===== config.mk =====
export PLATFORM = sky130hd
export DESIGN_NAME = cofc_top
export DESIGN_NICKNAME = d
export VERILOG_FILES = /design/src/cofc_pkg.sv /design/src/cofc_filter_if.sv /design/src/cofc_filter.sv /design/src/cofc_top.sv
export SDC_FILE = /design/constraint.sdc
export NUM_CORES = 1
export LEC_CHECK = 0
export BUFFER_PORTS_ARGS = -buffer_cell sky130_fd_sc_hd__buf_2
export CAP_MARGIN = 25
export CORE_UTILIZATION = 27
export DETAILED_ROUTE_END_ITERATION = 12
export GPL_TIMING_DRIVEN = 0
export PLACE_DENSITY = 0.49
export SLEW_MARGIN = 20
export SYNTH_ARGS = -nofsm -noshare
export SYNTH_HDL_FRONTEND = slang
export SYNTH_SLANG_ARGS = --single-unit

===== constraint.sdc =====
create_clock -name core_clk -period 1.94 [get_ports core_clk]
set_input_delay 0.388 -clock core_clk [delete_from_list [all_inputs] [get_ports core_clk]]
set_output_delay 0.388 -clock core_clk [all_outputs]
set_load 0.02 [all_outputs]

===== src/cofc_pkg.sv =====
// Shared constants for the comparator output filter control block.
// Assumes a single bus clock and byte-wide registers on a 32-bit AXI4-Lite bus.
package cofc_pkg;

  // Printed register offsets are register indices; the byte address is four times the index.
  localparam logic [1:0] FILT_HYST_IDX   = 2'h0;
  localparam logic [1:0] MODE_CTRL_IDX   = 2'h1;
  localparam logic [3:0] FILT_HYST_ADDR  = {FILT_HYST_IDX, 2'b00};
  localparam logic [3:0] MODE_CTRL_ADDR  = {MODE_CTRL_IDX, 2'b00};

  // Field positions in the filter and hysteresis control register.
  localparam int         CNT_LSB         = 4;
  localparam int         CNT_MSB         = 6;
  localparam int         HYST_LSB        = 0;
  localparam int         HYST_MSB        = 1;
  localparam logic [7:0] FILT_HYST_WMASK = 8'h73;

  // Bit positions in the comparator mode control register.
  localparam int         SAMPLE_MODE_BIT = 7;
  localparam int         WINDOW_EN_BIT   = 6;
  localparam int         TRIG_MODE_BIT   = 5;
  localparam int         SPEED_BIT       = 4;
  localparam int         POL_FLIP_BIT    = 3;
  localparam int         OUT_SRC_BIT     = 2;
  localparam int         PIN_DRIVE_BIT   = 1;
  localparam int         MOD_EN_BIT      = 0;

  // Reset values of both registers.
  localparam logic [7:0] FILT_HYST_RST   = 8'h00;
  localparam logic [7:0] MODE_CTRL_RST   = 8'h00;

  // Bus clock cycles per filter sample when the divided bus clock is used.
  localparam logic [7:0] SAMPLE_DIV      = 8'h04;

  // Depth of the sample history, the largest programmable count.
  localparam int         HIST_DEPTH      = 7;

  // AXI response codes.
  localparam logic [1:0] RESP_OKAY       = 2'h0;
  localparam logic [1:0] RESP_SLVERR     = 2'h2;

endpackage


===== src/cofc_filter_if.sv =====
// Carrier between the control logic and the sample filter.
// Assumes both ends run on the same bus clock.
`timescale 1ns/1ps
interface cofc_filter_if;
  logic       sample_tick;  // One-cycle pulse: take one sample now.
  logic [2:0] sample_count; // Programmed count of agreeing samples.
  logic       sample_mode;  // Sample mode is on.
  logic       din;          // Windowed, unfiltered comparator value.
  logic       dout;         // Filtered comparator value.

  // Control side drives the settings and the data.
  modport ctl (output sample_tick, output sample_count, output sample_mode,
               output din, input dout);
  // Filter side answers with the filtered value.
  modport flt (input sample_tick, input sample_count, input sample_mode,
               input din, output dout);
endinterface


===== src/cofc_filter.sv =====
// Sample filter: accepts a new output state after N agreeing samples.
// Assumes the sample tick is already a clean one-cycle pulse on core_clk.
`timescale 1ns/1ps
module cofc_filter (
  // Clock and reset.
  input  wire logic core_clk,
  input  wire logic reset_n,
  // Link to the control logic.
  cofc_filter_if.flt fif
);

  logic [cofc_pkg::HIST_DEPTH-1:0] hist_r;   // Most recent sample in bit 0.
  logic [cofc_pkg::HIST_DEPTH-1:0] hist_nxt; // History with the new sample.
  logic [cofc_pkg::HIST_DEPTH-1:0] agree;    // Per-position agreement.
  logic                            all_agree;
  logic                            dout_r;
  logic                            dout_nxt;

  assign hist_nxt = {hist_r[cofc_pkg::HIST_DEPTH-2:0], fif.din};

  // Positions beyond the programmed count do not take part in the vote.
  genvar gi;
  generate
    for (gi = 0; gi < cofc_pkg::HIST_DEPTH; gi++) begin : g_agree
      assign agree[gi] = (3'(gi) >= fif.sample_count) || (hist_nxt[gi] == hist_nxt[0]);
    end
  endgenerate
  assign all_agree = &agree;

  // A zero count bypasses the filter or, in sample mode, forces a low output.
  assign dout_nxt = (fif.sample_count == 3'h0) ? (fif.sample_mode ? 1'b0 : fif.din) :
                    (fif.sample_tick && all_agree) ? hist_nxt[0] :
                    dout_r;

  // History shifts only on a sample tick, so the vote counts samples, not cycles.
  always_ff @(posedge core_clk or negedge reset_n) begin
    if (!reset_n) begin
      hist_r <= '0;
      dout_r <= 1'b0;
    end else begin
      if (fif.sample_tick) begin
        hist_r <= hist_nxt;
      end
      dout_r <= dout_nxt;
    end
  end

  assign fif.dout = dout_r;

endmodule


===== src/cofc_top.sv =====
// Comparator output filter control: AXI4-Lite registers, input synchronisers,
// windowing, sample clock selection and the digital output filter.
// Assumes the raw comparator, window and sample inputs are asynchronous pins.
`timescale 1ns/1ps
module cofc_top (
  // Clock and reset.
  input  wire logic        core_clk,
  input  wire logic        reset_n,
  // AXI4-Lite write address channel.
  input  wire logic        s_axi_awvalid,
  output wire logic        s_axi_awready,
  input  wire logic [3:0]  s_axi_awaddr,
  // AXI4-Lite write data channel.
  input  wire logic        s_axi_wvalid,
  output wire logic        s_axi_wready,
  input  wire logic [31:0] s_axi_wdata,
  input  wire logic [3:0]  s_axi_wstrb,
  // AXI4-Lite write response channel.
  output wire logic        s_axi_bvalid,
  input  wire logic        s_axi_bready,
  output wire logic [1:0]  s_axi_bresp,
  // AXI4-Lite read address channel.
  input  wire logic        s_axi_arvalid,
  output wire logic        s_axi_arready,
  input  wire logic [3:0]  s_axi_araddr,
  // AXI4-Lite read data channel.
  output wire logic        s_axi_rvalid,
  input  wire logic        s_axi_rready,
  output wire logic [31:0] s_axi_rdata,
  output wire logic [1:0]  s_axi_rresp,
  // Asynchronous inputs from the analog side and the pins.
  input  wire logic        cmp_raw_in,
  input  wire logic        window_in,
  input  wire logic        sample_in,
  // Settings driven to the analog comparator and the system.
  output wire logic [1:0]  hysteresis_level,
  output wire logic        speed_select,
  output wire logic        timer_trigger_mode,
  output wire logic        module_enable,
  output wire logic        output_pin_drive,
  // Comparator results.
  output wire logic        windowed_raw_output,
  output wire logic        filtered_output,
  output wire logic        comparator_out
);

  // Address decode; bit 2 flags a miss.
  function automatic logic [2:0] reg_decode(input logic [3:0] addr);
    reg_decode = 3'b100;
    if (addr == cofc_pkg::FILT_HYST_ADDR) begin
      reg_decode = 3'b001;
    end else if (addr == cofc_pkg::MODE_CTRL_ADDR) begin
      reg_decode = 3'b010;
    end
  endfunction

  // Register storage.
  logic [7:0]  filt_hyst_r;      // Filter count and hysteresis level.
  logic [7:0]  mode_ctrl_r;      // Mode and enable bits.
  logic [7:0]  filt_hyst_nxt;
  logic [7:0]  mode_ctrl_nxt;

  // Write path state.
  logic        aw_hold_r;        // A write address has been taken.
  logic        w_hold_r;         // Write data have been taken.
  logic [3:0]  awaddr_r;         // Held write address.
  logic [7:0]  wdata_r;          // Held low byte of the write data.
  logic        wstrb0_r;         // Held strobe of byte lane 0.
  logic        bvalid_r;         // Write response pending.
  logic [1:0]  bresp_r;          // Write response code.
  logic        do_write;         // Both halves present and response slot free.
  logic [2:0]  wsel;             // Decoded write target.

  // Read path state.
  logic        rvalid_r;         // Read data pending.
  logic [31:0] rdata_r;          // Read data held for the master.
  logic [1:0]  rresp_r;          // Read response code.
  logic        ar_take;          // Read address accepted this cycle.
  logic [2:0]  rsel;             // Decoded read target.
  logic [7:0]  rbyte;            // Selected register value.

  // Synchronisers: bit 0 raw comparator, bit 1 window, bit 2 external sample.
  logic [2:0]  async_in;
  logic [2:0]  sync1_r;          // First stage, read only by the second stage.
  logic [2:0]  sync2_r;
  logic [2:0]  sync3_r;
  logic [2:0]  clean_r;          // Accepted level after two stages agree.

  // Sample clock generation.
  logic [7:0]  div_cnt_r;        // Bus clock divider.
  logic        div_tick;         // One-cycle pulse from the divider.
  logic        samp_prev_r;      // Previous clean sample level.
  logic        samp_rise;        // Rising edge of the external sample.

  // Comparator data path.
  logic        cmp_pol;          // Comparator after the polarity choice.
  logic        win_r;            // Windowed, unfiltered value.
  logic        win_nxt;
  logic        cmp_out_r;        // Selected comparator output.

  // Field views of the registers.
  logic        sample_mode;
  logic        window_en;
  logic        polarity_flip;
  logic        output_source_select;
  logic [2:0]  filter_sample_count;

  cofc_filter_if fif ();

  assign filter_sample_count  = filt_hyst_r[cofc_pkg::CNT_MSB:cofc_pkg::CNT_LSB];
  assign sample_mode          = mode_ctrl_r[cofc_pkg::SAMPLE_MODE_BIT];
  assign window_en            = mode_ctrl_r[cofc_pkg::WINDOW_EN_BIT];
  assign polarity_flip        = mode_ctrl_r[cofc_pkg::POL_FLIP_BIT];
  assign output_source_select = mode_ctrl_r[cofc_pkg::OUT_SRC_BIT];

  // ---- Write channel ----

  // Address and data are taken independently and held until written.
  assign s_axi_awready = !aw_hold_r;
  assign s_axi_wready  = !w_hold_r;
  assign do_write      = aw_hold_r && w_hold_r && !bvalid_r;
  assign wsel          = reg_decode(awaddr_r);

  // Reserved positions are masked out so they never store a one.
  assign filt_hyst_nxt = (do_write && wsel[0] && wstrb0_r) ?
                         (wdata_r & cofc_pkg::FILT_HYST_WMASK) : filt_hyst_r;
  assign mode_ctrl_nxt = (do_write && wsel[1] && wstrb0_r) ? wdata_r : mode_ctrl_r;

  // Capture of the write address.
  always_ff @(posedge core_clk or negedge reset_n) begin
    if (!reset_n) begin
      aw_hold_r <= 1'b0;
      awaddr_r  <= 4'h0;
    end else if (s_axi_awvalid && s_axi_awready) begin
      aw_hold_r <= 1'b1;
      awaddr_r  <= s_axi_awaddr;
    end else if (do_write) begin
      aw_hold_r <= 1'b0;
    end
  end

  // Capture of the write data; only byte lane 0 carries register bits.
  always_ff @(posedge core_clk or negedge reset_n) begin
    if (!reset_n) begin
      w_hold_r <= 1'b0;
      wdata_r  <= 8'h00;
      wstrb0_r <= 1'b0;
    end else if (s_axi_wvalid && s_axi_wready) begin
      w_hold_r <= 1'b1;
      wdata_r  <= s_axi_wdata[7:0];
      wstrb0_r <= s_axi_wstrb[0];
    end else if (do_write) begin
      w_hold_r <= 1'b0;
    end
  end

  // Write response; a miss gets a slave error.
  always_ff @(posedge core_clk or negedge reset_n) begin
    if (!reset_n) begin
      bvalid_r <= 1'b0;
      bresp_r  <= cofc_pkg::RESP_OKAY;
    end else if (do_write) begin
      bvalid_r <= 1'b1;
      bresp_r  <= wsel[2] ? cofc_pkg::RESP_SLVERR : cofc_pkg::RESP_OKAY;
    end else if (s_axi_bready) begin
      bvalid_r <= 1'b0;
    end
  end

  // Register update; both registers clear to zero on reset.
  always_ff @(posedge core_clk or negedge reset_n) begin
    if (!reset_n) begin
      filt_hyst_r <= cofc_pkg::FILT_HYST_RST;
      mode_ctrl_r <= cofc_pkg::MODE_CTRL_RST;
    end else begin
      filt_hyst_r <= filt_hyst_nxt;
      mode_ctrl_r <= mode_ctrl_nxt;
    end
  end

  assign s_axi_bvalid = bvalid_r;
  assign s_axi_bresp  = bresp_r;

  // ---- Read channel ----

  // One read at a time.
  assign s_axi_arready = !rvalid_r;
  assign ar_take       = s_axi_arvalid && s_axi_arready;
  assign rsel          = reg_decode(s_axi_araddr);
  assign rbyte         = rsel[0] ? (filt_hyst_r & cofc_pkg::FILT_HYST_WMASK) :
                         rsel[1] ? mode_ctrl_r : 8'h00;

  // Read data are registered so they stay stable while rvalid waits.
  always_ff @(posedge core_clk or negedge reset_n) begin
    if (!reset_n) begin
      rvalid_r <= 1'b0;
      rdata_r  <= 32'h0000_0000;
      rresp_r  <= cofc_pkg::RESP_OKAY;
    end else if (ar_take) begin
      rvalid_r <= 1'b1;
      rdata_r  <= {24'h00_0000, rbyte};
      rresp_r  <= rsel[2] ? cofc_pkg::RESP_SLVERR : cofc_pkg::RESP_OKAY;
    end else if (s_axi_rready) begin
      rvalid_r <= 1'b0;
    end
  end

  assign s_axi_rvalid = rvalid_r;
  assign s_axi_rdata  = rdata_r;
  assign s_axi_rresp  = rresp_r;

  // ---- Input synchronisers ----

  assign async_in = {sample_in, window_in, cmp_raw_in};

  // Three stages per pin; a change counts only when stages two and three agree,
  // which also rejects a single-cycle glitch at the cost of a cycle of delay.
  genvar si;
  generate
    for (si = 0; si < 3; si++) begin : g_sync
      always_ff @(posedge core_clk or negedge reset_n) begin
        if (!reset_n) begin
          sync1_r[si] <= 1'b0;
          sync2_r[si] <= 1'b0;
          sync3_r[si] <= 1'b0;
          clean_r[si] <= 1'b0;
        end else begin
          sync1_r[si] <= async_in[si];
          sync2_r[si] <= sync1_r[si];
          sync3_r[si] <= sync2_r[si];
          if (sync2_r[si] == sync3_r[si]) begin
            clean_r[si] <= sync2_r[si];
          end
        end
      end
    end
  endgenerate

  // ---- Sample clock selection ----

  assign div_tick  = (div_cnt_r == 8'h00);
  assign samp_rise = clean_r[2] && !samp_prev_r;

  // Divider for the bus clock based sample rate, plus edge memory for the pin.
  always_ff @(posedge core_clk or negedge reset_n) begin
    if (!reset_n) begin
      div_cnt_r   <= 8'h00;
      samp_prev_r <= 1'b0;
    end else begin
      div_cnt_r   <= div_tick ? (cofc_pkg::SAMPLE_DIV - 8'h01) : (div_cnt_r - 8'h01);
      samp_prev_r <= clean_r[2];
    end
  end

  // Sample mode takes its ticks from the pin, otherwise from the divider;
  // the pin path is resynchronised, so a tick comes four clocks after a pin rise.
  assign fif.sample_tick  = sample_mode ? samp_rise : div_tick;
  assign fif.sample_count = filter_sample_count;
  assign fif.sample_mode  = sample_mode;

  // ---- Windowing and filtering ----

  assign cmp_pol = clean_r[0] ^ polarity_flip;

  // With windowing on, the value is sampled only while the window is open.
  // Windowing and sample mode together are not meant to be used.
  assign win_nxt = (!window_en || clean_r[1]) ? cmp_pol : win_r;

  // Windowed value register.
  always_ff @(posedge core_clk or negedge reset_n) begin
    if (!reset_n) begin
      win_r <= 1'b0;
    end else begin
      win_r <= win_nxt;
    end
  end

  assign fif.din = win_r;

  cofc_filter u_filter (
    .core_clk (core_clk),
    .reset_n  (reset_n),
    .fif      (fif)
  );

  // Output selection; a disabled module holds its output low.
  always_ff @(posedge core_clk or negedge reset_n) begin
    if (!reset_n) begin
      cmp_out_r <= 1'b0;
    end else begin
      cmp_out_r <= mode_ctrl_r[cofc_pkg::MOD_EN_BIT] &&
                   (output_source_select ? win_r : fif.dout);
    end
  end

  // ---- Settings to the analog side ----

  assign hysteresis_level    = filt_hyst_r[cofc_pkg::HYST_MSB:cofc_pkg::HYST_LSB];
  assign speed_select        = mode_ctrl_r[cofc_pkg::SPEED_BIT];
  assign timer_trigger_mode  = mode_ctrl_r[cofc_pkg::TRIG_MODE_BIT];
  assign module_enable       = mode_ctrl_r[cofc_pkg::MOD_EN_BIT];
  assign output_pin_drive    = mode_ctrl_r[cofc_pkg::PIN_DRIVE_BIT];
  assign windowed_raw_output = win_r;
  assign filtered_output     = fif.dout;
  assign comparator_out      = cmp_out_r;

endmodule


==> metrics, run 1 <==
outcome=complete, no violations; hold depth=1; CTS Buf Count=9; CTS tree=built; critical path class=register to register; period utilisation layout=between 90% and 100%; DP HPWL=4200 um; max-cap viol count=0; share of power burned in registers=48.2%; final hold vios=0; Post-synth EDFFs=0; CP Launch Type=register; Post-Route Skew=0.0105 ns; Setup violations, final=0; Int Power=3090 uW; Initial DRT Pass Iterations=4; Sum Neg Setup Slack=0 ns; routability congestion estimate=0.729; Max Slew Vio Count=0; vias in the first global route=1900; Via Count=1964; fin nets=between 300 and 400; clock network fraction of design power=24.9%; Die Area=about 12000 um^2; Seq cells post-synth=70; DP Worst Slack=-0.214 ns; GRT Overall Usage=11.0%; Period minus WS final=approximately 1.9 ns; Synth area leaders=dfrtp_1, mux2_2, buf_4, mux2i_1, nand2_1; fmax=0.522 GHz; largest net degree at the start of global routing=42; Pleak=around 0.0019 uW; Vias/cell=4.12; yosys warns=0; count leader, synth=dfrtp_1; I/O Buffers=49; worst-skew pair later-pin latency=~0.35 ns; Final WS setup=0.0241 ns; CP required=2.19 ns; area delta synth->final=26.2%; floorplan row count=38; mapped cell area=3030 um^2; I/O pin total=around 100; sw power=1490 uW; final wirelength=between 5000 and 6000 um; CP Max Fanout=4; clk sinks=70; Congestion Overflow GR=0; Root Buffer=clkbuf_8; post-layout util=between 30% and 40%; share of layout cells above drive strength 1=40.4%; Top FF cell, synth=dfrtp_1; H-tree lvl count=3; Clock transition at path regs=0.07 ns; mean area per synthesized cell=12.5 um^2; share of flip-flops with an asynchronous set or reset=100%; Worst Setup End Kind=register; switching part of the total=32.5%; register area share after synthesis=approximately 58%; starting density of the core=27.9%; maximum vdd ir drop=573 uV; Power Density=1200 nW/um^2; die span in y=108 um; Chip Width=approximately 110 um; maximum clock path buffer count=2; Synth top cells by count=dfrtp_1, mux2_2, buf_4, nand2_1, inv_1; First DRT Iteration DRCs=41; Post-Synthesis Cells=242; Synth cell types=39; R2R cell count=5; routed len/inst=11.9 um; unrepaired setup endpoints after global routing=yes; Yosys top cell by area=dfrtp_1; hold crit path type=input pin to register; first-pass GRT wire length=9460 um; Residual DRC=0; Final ANT Viol Nets=0; max_slew headroom=59.1%; Core Box Area=10900 um^2; antenna violations before repair=0; Comb pwr share=a little over a quarter; worst path arrival time=2.16 ns; Tightest Pin Transition=0.614 ns; antenna fix cells=0; Synth top area share=around 58%
==> flip-flops by register name, summed over array words and instances, names as in the netlist, 3 cells and up <==
register         cells
sync1_r              3
clean_r              3
sync3_r              3
filt_hyst_r          5
mode_ctrl_r          8
s_axi_rdata          8
awaddr_r             4
sync2_r              3
u_filter.hist_r      6
wdata_r              8
div_cnt_r            8
==> cell families after synthesis <==
logic type,share of synthesized area [%]
AOI/OAI and AO/OA,5.65
xor gates and xnor gates,2.31
adders and majority gates,1.82
buffers and inverters,9.03
DFF,57.8
muxes,14.6
other,0.124
and+or+nand+nor,8.70
==> routing by layer <==
| metal | up-vias | share of wire, % | wire, um | track usage [%] |
|---|---|---|---|---|
| met3 | 11 | 8.0 | 455 | 3.25 |
| met2 | 79 | 43 | 2470 | 16.6 |
| met4 | 0 | 2.4 | 137 | 6.46 |
| li1 | 956 | - | - | - |
| met5 | - | 0 | 0 | 0 |
| met1 | 918 | 46 | 2630 | 14.0 |
==> timing repair <==
| item | 4_1_cts | 5_1_grt |
|---|---|---|
| buffers inserted | 4 | 0 |
| setup endpoints to repair | 20 | 6 |
| pin swaps | 2 | 0 |
| hold buffers | 1 | 0 |
| gates resized for setup | 5 | 1 |
| endpoints found under the hold margin | 29 | 0 |
==> path summary, 6_finish.rpt <==
check / slack, ns / end / start
max in group asynchronous: 0.87 / wdata_r[5]$_DFFE_PN0P_ / reset_n
min in group asynchronous: 0.52 / div_cnt_r[3]$_DFF_PN0_ / reset_n
max reg2reg: 0.02 / u_filter.fif.dout$_DFFE_PN0P_ / div_cnt_r[3]$_DFF_PN0_
min: 0.14 / sync1_r[1]$_DFF_PN0_ / window_in
max: 0.02 / u_filter.fif.dout$_DFFE_PN0P_ / div_cnt_r[3]$_DFF_PN0_
min reg2reg: 0.35 / sync2_r[2]$_DFF_PN0_ / sync1_r[2]$_DFF_PN0_
==> worst max-delay path, cell delays in order, from the launching register on <==
cell and delay (ns):
dfrtp_1 0.38, or4_4 0.57, nor3b_4 0.26, mux2i_4 0.11, or4_1 0.41, o311ai_1 0.08
==> power groups by stage <==
stage,sequential [uW],clock (uW),combinational (uW)
floorplan,2210,0,826
finish,2210,1140,1230
global route,2280,1250,1360
global placement,2210,0,1200
CTS,2220,1200,1250
detailed placement,2220,0,1230
==> placed cells by master (no fill, tap or decap), types with 3 or more instances in the layout <==
cell type and instances:
mux2i_1 6, inv_1 12, conb_1 26, o21a_1 3
buf_2 49, clkbuf_1 5, xnor2_1 4, nor3_1 4
a21oi_1 3, nor2_1 4, o21ai_0 8, maj3_1 3
dfrtp_1 70, mux2_2 32, xor2_1 4, clkbuf_8 10
buf_4 33, nor2b_1 6, o31ai_1 5, nand2_1 16
or3_1 4
==> cell type report <==
| class | instances | area (um^2) |
|---|---|---|
| fill | 1128 | 7060 |
| sequential | 70 | 1750 |
| multi-input combinational | 152 | 1130 |
| timing repair buffer | 55 | 308 |
| buffer | 33 | 230 |
| tap | 140 | 175 |
| clock buffer | 11 | 141 |
| clock inverter | 4 | 47.5 |
| inverter | 12 | 45.0 |
==> through the flow <==
step / cell area [um^2] / total power, uW / cells / hold slack, ns
after floorplan: 3130 / 3040 / 267 / 0.0924
after detailed placement: 3570 / 3450 / 457 / 0.336
after global placement: 3550 / 3410 / 456 / 0.333
after global routing: 3830 / 4890 / 477 / 0.131
final: 3830 / 4580 / 477 / 0.144
after CTS: 3820 / 4660 / 477 / 0.124
Power figures use the tool's default switching activity.
==> inputs of run 2 (changes only) <==
Settings changed: CELL_PAD_IN_SITES_DETAIL_PLACEMENT from default to 0, CELL_PAD_IN_SITES_GLOBAL_PLACEMENT from default to 1, CORE_UTILIZATION 27 to 35, PLACE_DENSITY 0.49 to 0.75.
==> run 2 against run 1 <==
Net effect:
- the run now ends with negative setup slack left
- sequential cell count unchanged
- largest cell class unchanged
- sequential share of layout area is 0.13 points lower
- combinational power increased by 3%
- worst hold slack improved by 0.0053 ns
- clock power up 11%
- worst setup slack got worse by 0.037 ns
- via count rose by 2.3%
- wire length is 4.7% lower
- highest routed layer unchanged
- die area is 22% lower
- utilization increased by 11 points
- cell area increased by 0.29%
==> metrics, run 2 (same netlist as run 1, synthesis figures left out) <==
routed len/inst=12.2 um; DP Worst Slack=-0.241 ns; Period minus WS final=approximately 2 ns; Pleak=0.00193 uW; critical path class=register to register; vias in the first global route=around 1900; DP Area=~3500 um^2; Tightest Pin Transition=0.630 ns; CP required=~2.2 ns; period utilisation layout=101%; CP Max Fanout=3; commonest non-fill, non-tap cell in the layout=dfrtp_1; largest net degree at the start of global routing=55; final wirelength=between 5000 and 6000 um; Clock transition at path regs=0.07 ns; maximum clock path buffer count=2; First DRT Iteration DRCs=just under 60; max_slew headroom=58.0%; Chip Width=95.1 um; Final WS setup=-0.0126 ns; I/O pin total=104; first-pass GRT wire length=9230 um; max-cap viol count=0; floorplan row count=33; CTS Buf Count=9; Finished Cell Area=between 3000 and 4000 um^2; antenna violations before repair=0; commonest cells after routing, fill and taps aside=dfrtp_1, buf_2, buf_4, mux2_2, conb_1; area delta synth->final=26.6%; GRT Overall Usage=roughly 14%; clk sinks=70; worst-skew pair later-pin latency=0.34 ns; hold_ws=0.150 ns; Sum Neg Setup Slack=-0.0126 ns; Die Area=9040 um^2; Root Buffer=clkbuf_8; Post-Route Skew=0.00983 ns; Worst Setup End Kind=register; worst path arrival time=between 2 and 2.5 ns; H-tree lvl count=3; Congestion Overflow GR=0; unrepaired setup endpoints after global routing=yes; Max Slew Vio Count=0; failing checks=negative setup slack; share of layout cells above drive strength 1=41.1%; Via Count=2010; post-layout util=46.3%; fin nets=392; starting density of the core=36.5%; maximum vdd ir drop=555 uV; die span in y=around 95 um; final hold vios=0; I/O Buffers=49; routability congestion estimate=0.760; Final ANT Viol Nets=0; Residual DRC=0; outcome=finished, violations left; Setup violations, final=1; Power Density=roughly 1200 nW/um^2; fmax=0.512 GHz; hold crit path type=input pin to register; Core Box Area=8300 um^2; CP Launch Type=register; Initial DRT Pass Iterations=4; CTS tree=built; Vias/cell=4.51; antenna fix cells=0; DP HPWL=3890 um
-- run 2: cell types whose count changed in the layout (fill, tap and decap cells not counted), sizes merged --
cell    previous run  this run
buf               83        85
bufinv             1         2
clkinv             2         3
-- run 2: final timing paths --
| kind | from | endpoint | slack, ns | cells past startpoint |
|---|---|---|---|---|
| min | sample_in | sync1_r[2]$_DFF_PN0_ | 0.15 | 1 |
| max in group asynchronous | reset_n | clean_r[1]$_DFFE_PN0N_ | 0.94 | 3 |
| min reg2reg | sync1_r[2]$_DFF_PN0_ | sync2_r[2]$_DFF_PN0_ | 0.36 | 0 |
| max reg2reg | div_cnt_r[4]$_DFF_PN0_ | u_filter.fif.dout$_DFFE_PN0P_ | -0.01 | 5 |
| min in group asynchronous | reset_n | s_axi_rdata[3]$_DFFE_PN0P_ | 0.46 | 2 |
| max | div_cnt_r[4]$_DFF_PN0_ | u_filter.fif.dout$_DFFE_PN0P_ | -0.01 | 5 |
-- run 2: area by class of cell --
type                    instances  area [um^2]
plain buffers                  33          230
repair buffers                 58          338
inverters                      12         45.0
flip-flops and latches         70         1750
multi-input cells             152         1130
fillers                       772         4460
clock buffers                  10          128
well taps                     105          131
clock inverters                 6         86.3
-- run 2: stage by stage --
stage	power [uW]	cells
5_1_grt	5050	446
3_5_place_dp	3440	422
2_1_floorplan	3040	267
4_1_cts	4760	441
6_report	4740	446
3_3_place_gp	3380	421
-- run 2: routing by layer --
metal	GRT usage, %	vias up	share of wire (%)
li1	-	974	-
met1	18.0	971	47
met2	20.6	57	46
met3	4.70	8	5.7
met4	5.30	0	1.5
met5	0	-	0
-- run 2: power by group --
group	switching (uW)	internal [uW]
combinational	618	655
clock	535	721
sequential	356	1850
total	1510	3230
-- run 2: worst max-delay path, cell delays in order (launching register included) --
cell and delay (ns):
dfrtp_1 0.41, or4_4 0.58, nor3b_4 0.26, mux2i_4 0.11, or4_1 0.41, o311ai_1 0.08
-- run 2: repair_timing --
item	4_1_cts	5_1_grt
hold buffers	1	0
resized for setup	4	2
setup buffers	2	5
endpoints found under the setup margin	19	12
pin swaps	1	3
hold endpoints to repair	16	0
==> inputs of run 3 (changes only) <==
Settings changed: RECOVER_POWER from default to 50.
==> run 3 against run 2 <==
Net effect:
- the flow still finishes with violations (negative setup slack)
- critical path type unchanged
- maximum frequency is essentially flat
- total power down 0.11%
- clock skew barely moved
==> metrics, run 3 (same netlist as run 1, synthesis figures left out) <==
outcome=finished, violations left; failing checks=negative setup slack; hold crit path type=input pin to register; die span in y=95.1 um; DP Area=3530 um^2; clk sinks=70; First DRT Iteration DRCs=60; Post-Route Skew=0.00982 ns; unrepaired setup endpoints after global routing=yes; commonest non-fill, non-tap cell in the layout=dfrtp_1; Final WS setup=-0.0123 ns; routed len/inst=12.2 um; vias in the first global route=1874; max_slew headroom=a little over a third; period utilisation layout=101%; worst-skew pair later-pin latency=0.34 ns; Die Area=9040 um^2; hold_sp=sample_in; max-cap viol count=0; critical path class=register to register; maximum vdd ir drop=555 uV; CTS Buf Count=9; Critical path origin=div_cnt_r[4]$_DFF_PN0_; Max Slew Vio Count=0; DP HPWL=3890 um; final wirelength=roughly 5400 um; Period minus WS final=1.95 ns; Via Count=2008; CP Launch Type=register; floorplan row count=33; Chip Width=95.1 um; final hold vios=0; CP required=2.18 ns; Setup violations, final=1; maximum clock path buffer count=2; CTS tree=built; antenna violations before repair=0; I/O Buffers=49; starting density of the core=between 30% and 40%; Tightest Pin Transition=0.952 ns; GRT Overall Usage=13.6%; CP Max Fanout=3; share of layout cells above drive strength 1=40.8%; commonest cells after routing, fill and taps aside=dfrtp_1, buf_2, buf_4, mux2_2, conb_1; Pleak=0.00192 uW; Layout fillers=773; H-tree lvl count=3; Initial DRT Pass Iterations=4; hold_ws=0.149 ns; Root Buffer=clkbuf_8; Core Box Area=8300 um^2; routability congestion estimate=0.760; Power Density=around 1200 nW/um^2; Congestion Overflow GR=0; Final ANT Viol Nets=0; Finished Cell Area=3820 um^2; Vias/cell=between 4 and 5; worst path arrival time=2.19 ns; largest net degree at the start of global routing=between 50 and 60; I/O pin total=104; register area=1750 um^2; Clock transition at path regs=0.07 ns; Worst Setup End Kind=register; fmax=just over 0.5 GHz; antenna fix cells=0; Residual DRC=0; area delta synth->final=25.9%; fin nets=~390; area of the multi-input gates=1130 um^2; reg-to-reg startpoint=div_cnt_r[4]$_DFF_PN0_; first-pass GRT wire length=9230 um
run 3: cell types whose count changed in the layout (fill, tap and decap cells not counted):
cell / previous run / this run
buf_6: 0 / 1
buf_16: 1 / 0
clkbuf_1: 5 / 6
buf_4: 36 / 35
run 3: what timing repair did:
action	4_1_cts	5_1_grt
gates resized for setup	4	2
setup buffers	2	5
hold buffers	1	0
hold endpoints to repair	16	0
pin swaps	1	3
endpoints found under the setup margin	19	12
run 3: path summary, 6_finish.rpt:
kind / endpoint / slack, ns / cells past startpoint
min reg2reg: sync2_r[2]$_DFF_PN0_ / 0.36 / 0
max: u_filter.fif.dout$_DFFE_PN0P_ / -0.01 / 5
min in group asynchronous: s_axi_rdata[3]$_DFFE_PN0P_ / 0.71 / 2
max in group asynchronous: clean_r[1]$_DFFE_PN0N_ / 0.24 / 3
max reg2reg: u_filter.fif.dout$_DFFE_PN0P_ / -0.01 / 5
min: sync1_r[2]$_DFF_PN0_ / 0.15 / 1
run 3: routing by layer:
layer  GRT usage, %  wire [um]
met5              0          0
met4           5.30         80
met3           4.70        312
met2           20.6       2500
met1           18.0       2550
run 3: power by group:
part	leakage, uW	internal [uW]	switching (uW)	total (uW)
clock network	0.000106	721	534	1260
registers	0.000866	1850	356	2210
logic	0.000944	650	619	1270
total	0.00192	3220	1510	4730
run 3: final cells by class:
| cell class | count | area share, % |
|---|---|---|
| clock inverters | 6 | 2.26 |
| flip-flops and latches | 70 | 45.9 |
| well taps | 105 | 3.44 |
| clock buffers | 10 | 3.34 |
| repair buffers | 58 | 8.32 |
| plain buffers | 33 | 6.03 |
| multi-input cells | 152 | 29.6 |
| inverters | 12 | 1.18 |
run 3: per-stage QoR:
step	setup WS, ns	total power (uW)	instances	utilization, %	setup TNS, ns
2_1_floorplan	-0.0247	3040	267	-	-0.0247
3_3_place_gp	-0.216	3380	421	42.2	-2.40
3_5_place_dp	-0.241	3440	422	42.6	-2.59
4_1_cts	0.00887	4760	441	45.7	0
5_1_grt	-0.118	5040	446	46.0	-2.84
6_report	-0.0123	4730	446	46.0	-0.0123
run 3: critical path: stages (launching register included):
cell and delay, ns:
dfrtp_1 0.41, or4_4 0.58, nor3b_4 0.26, mux2i_4 0.11, or4_1 0.41, o311ai_1 0.08
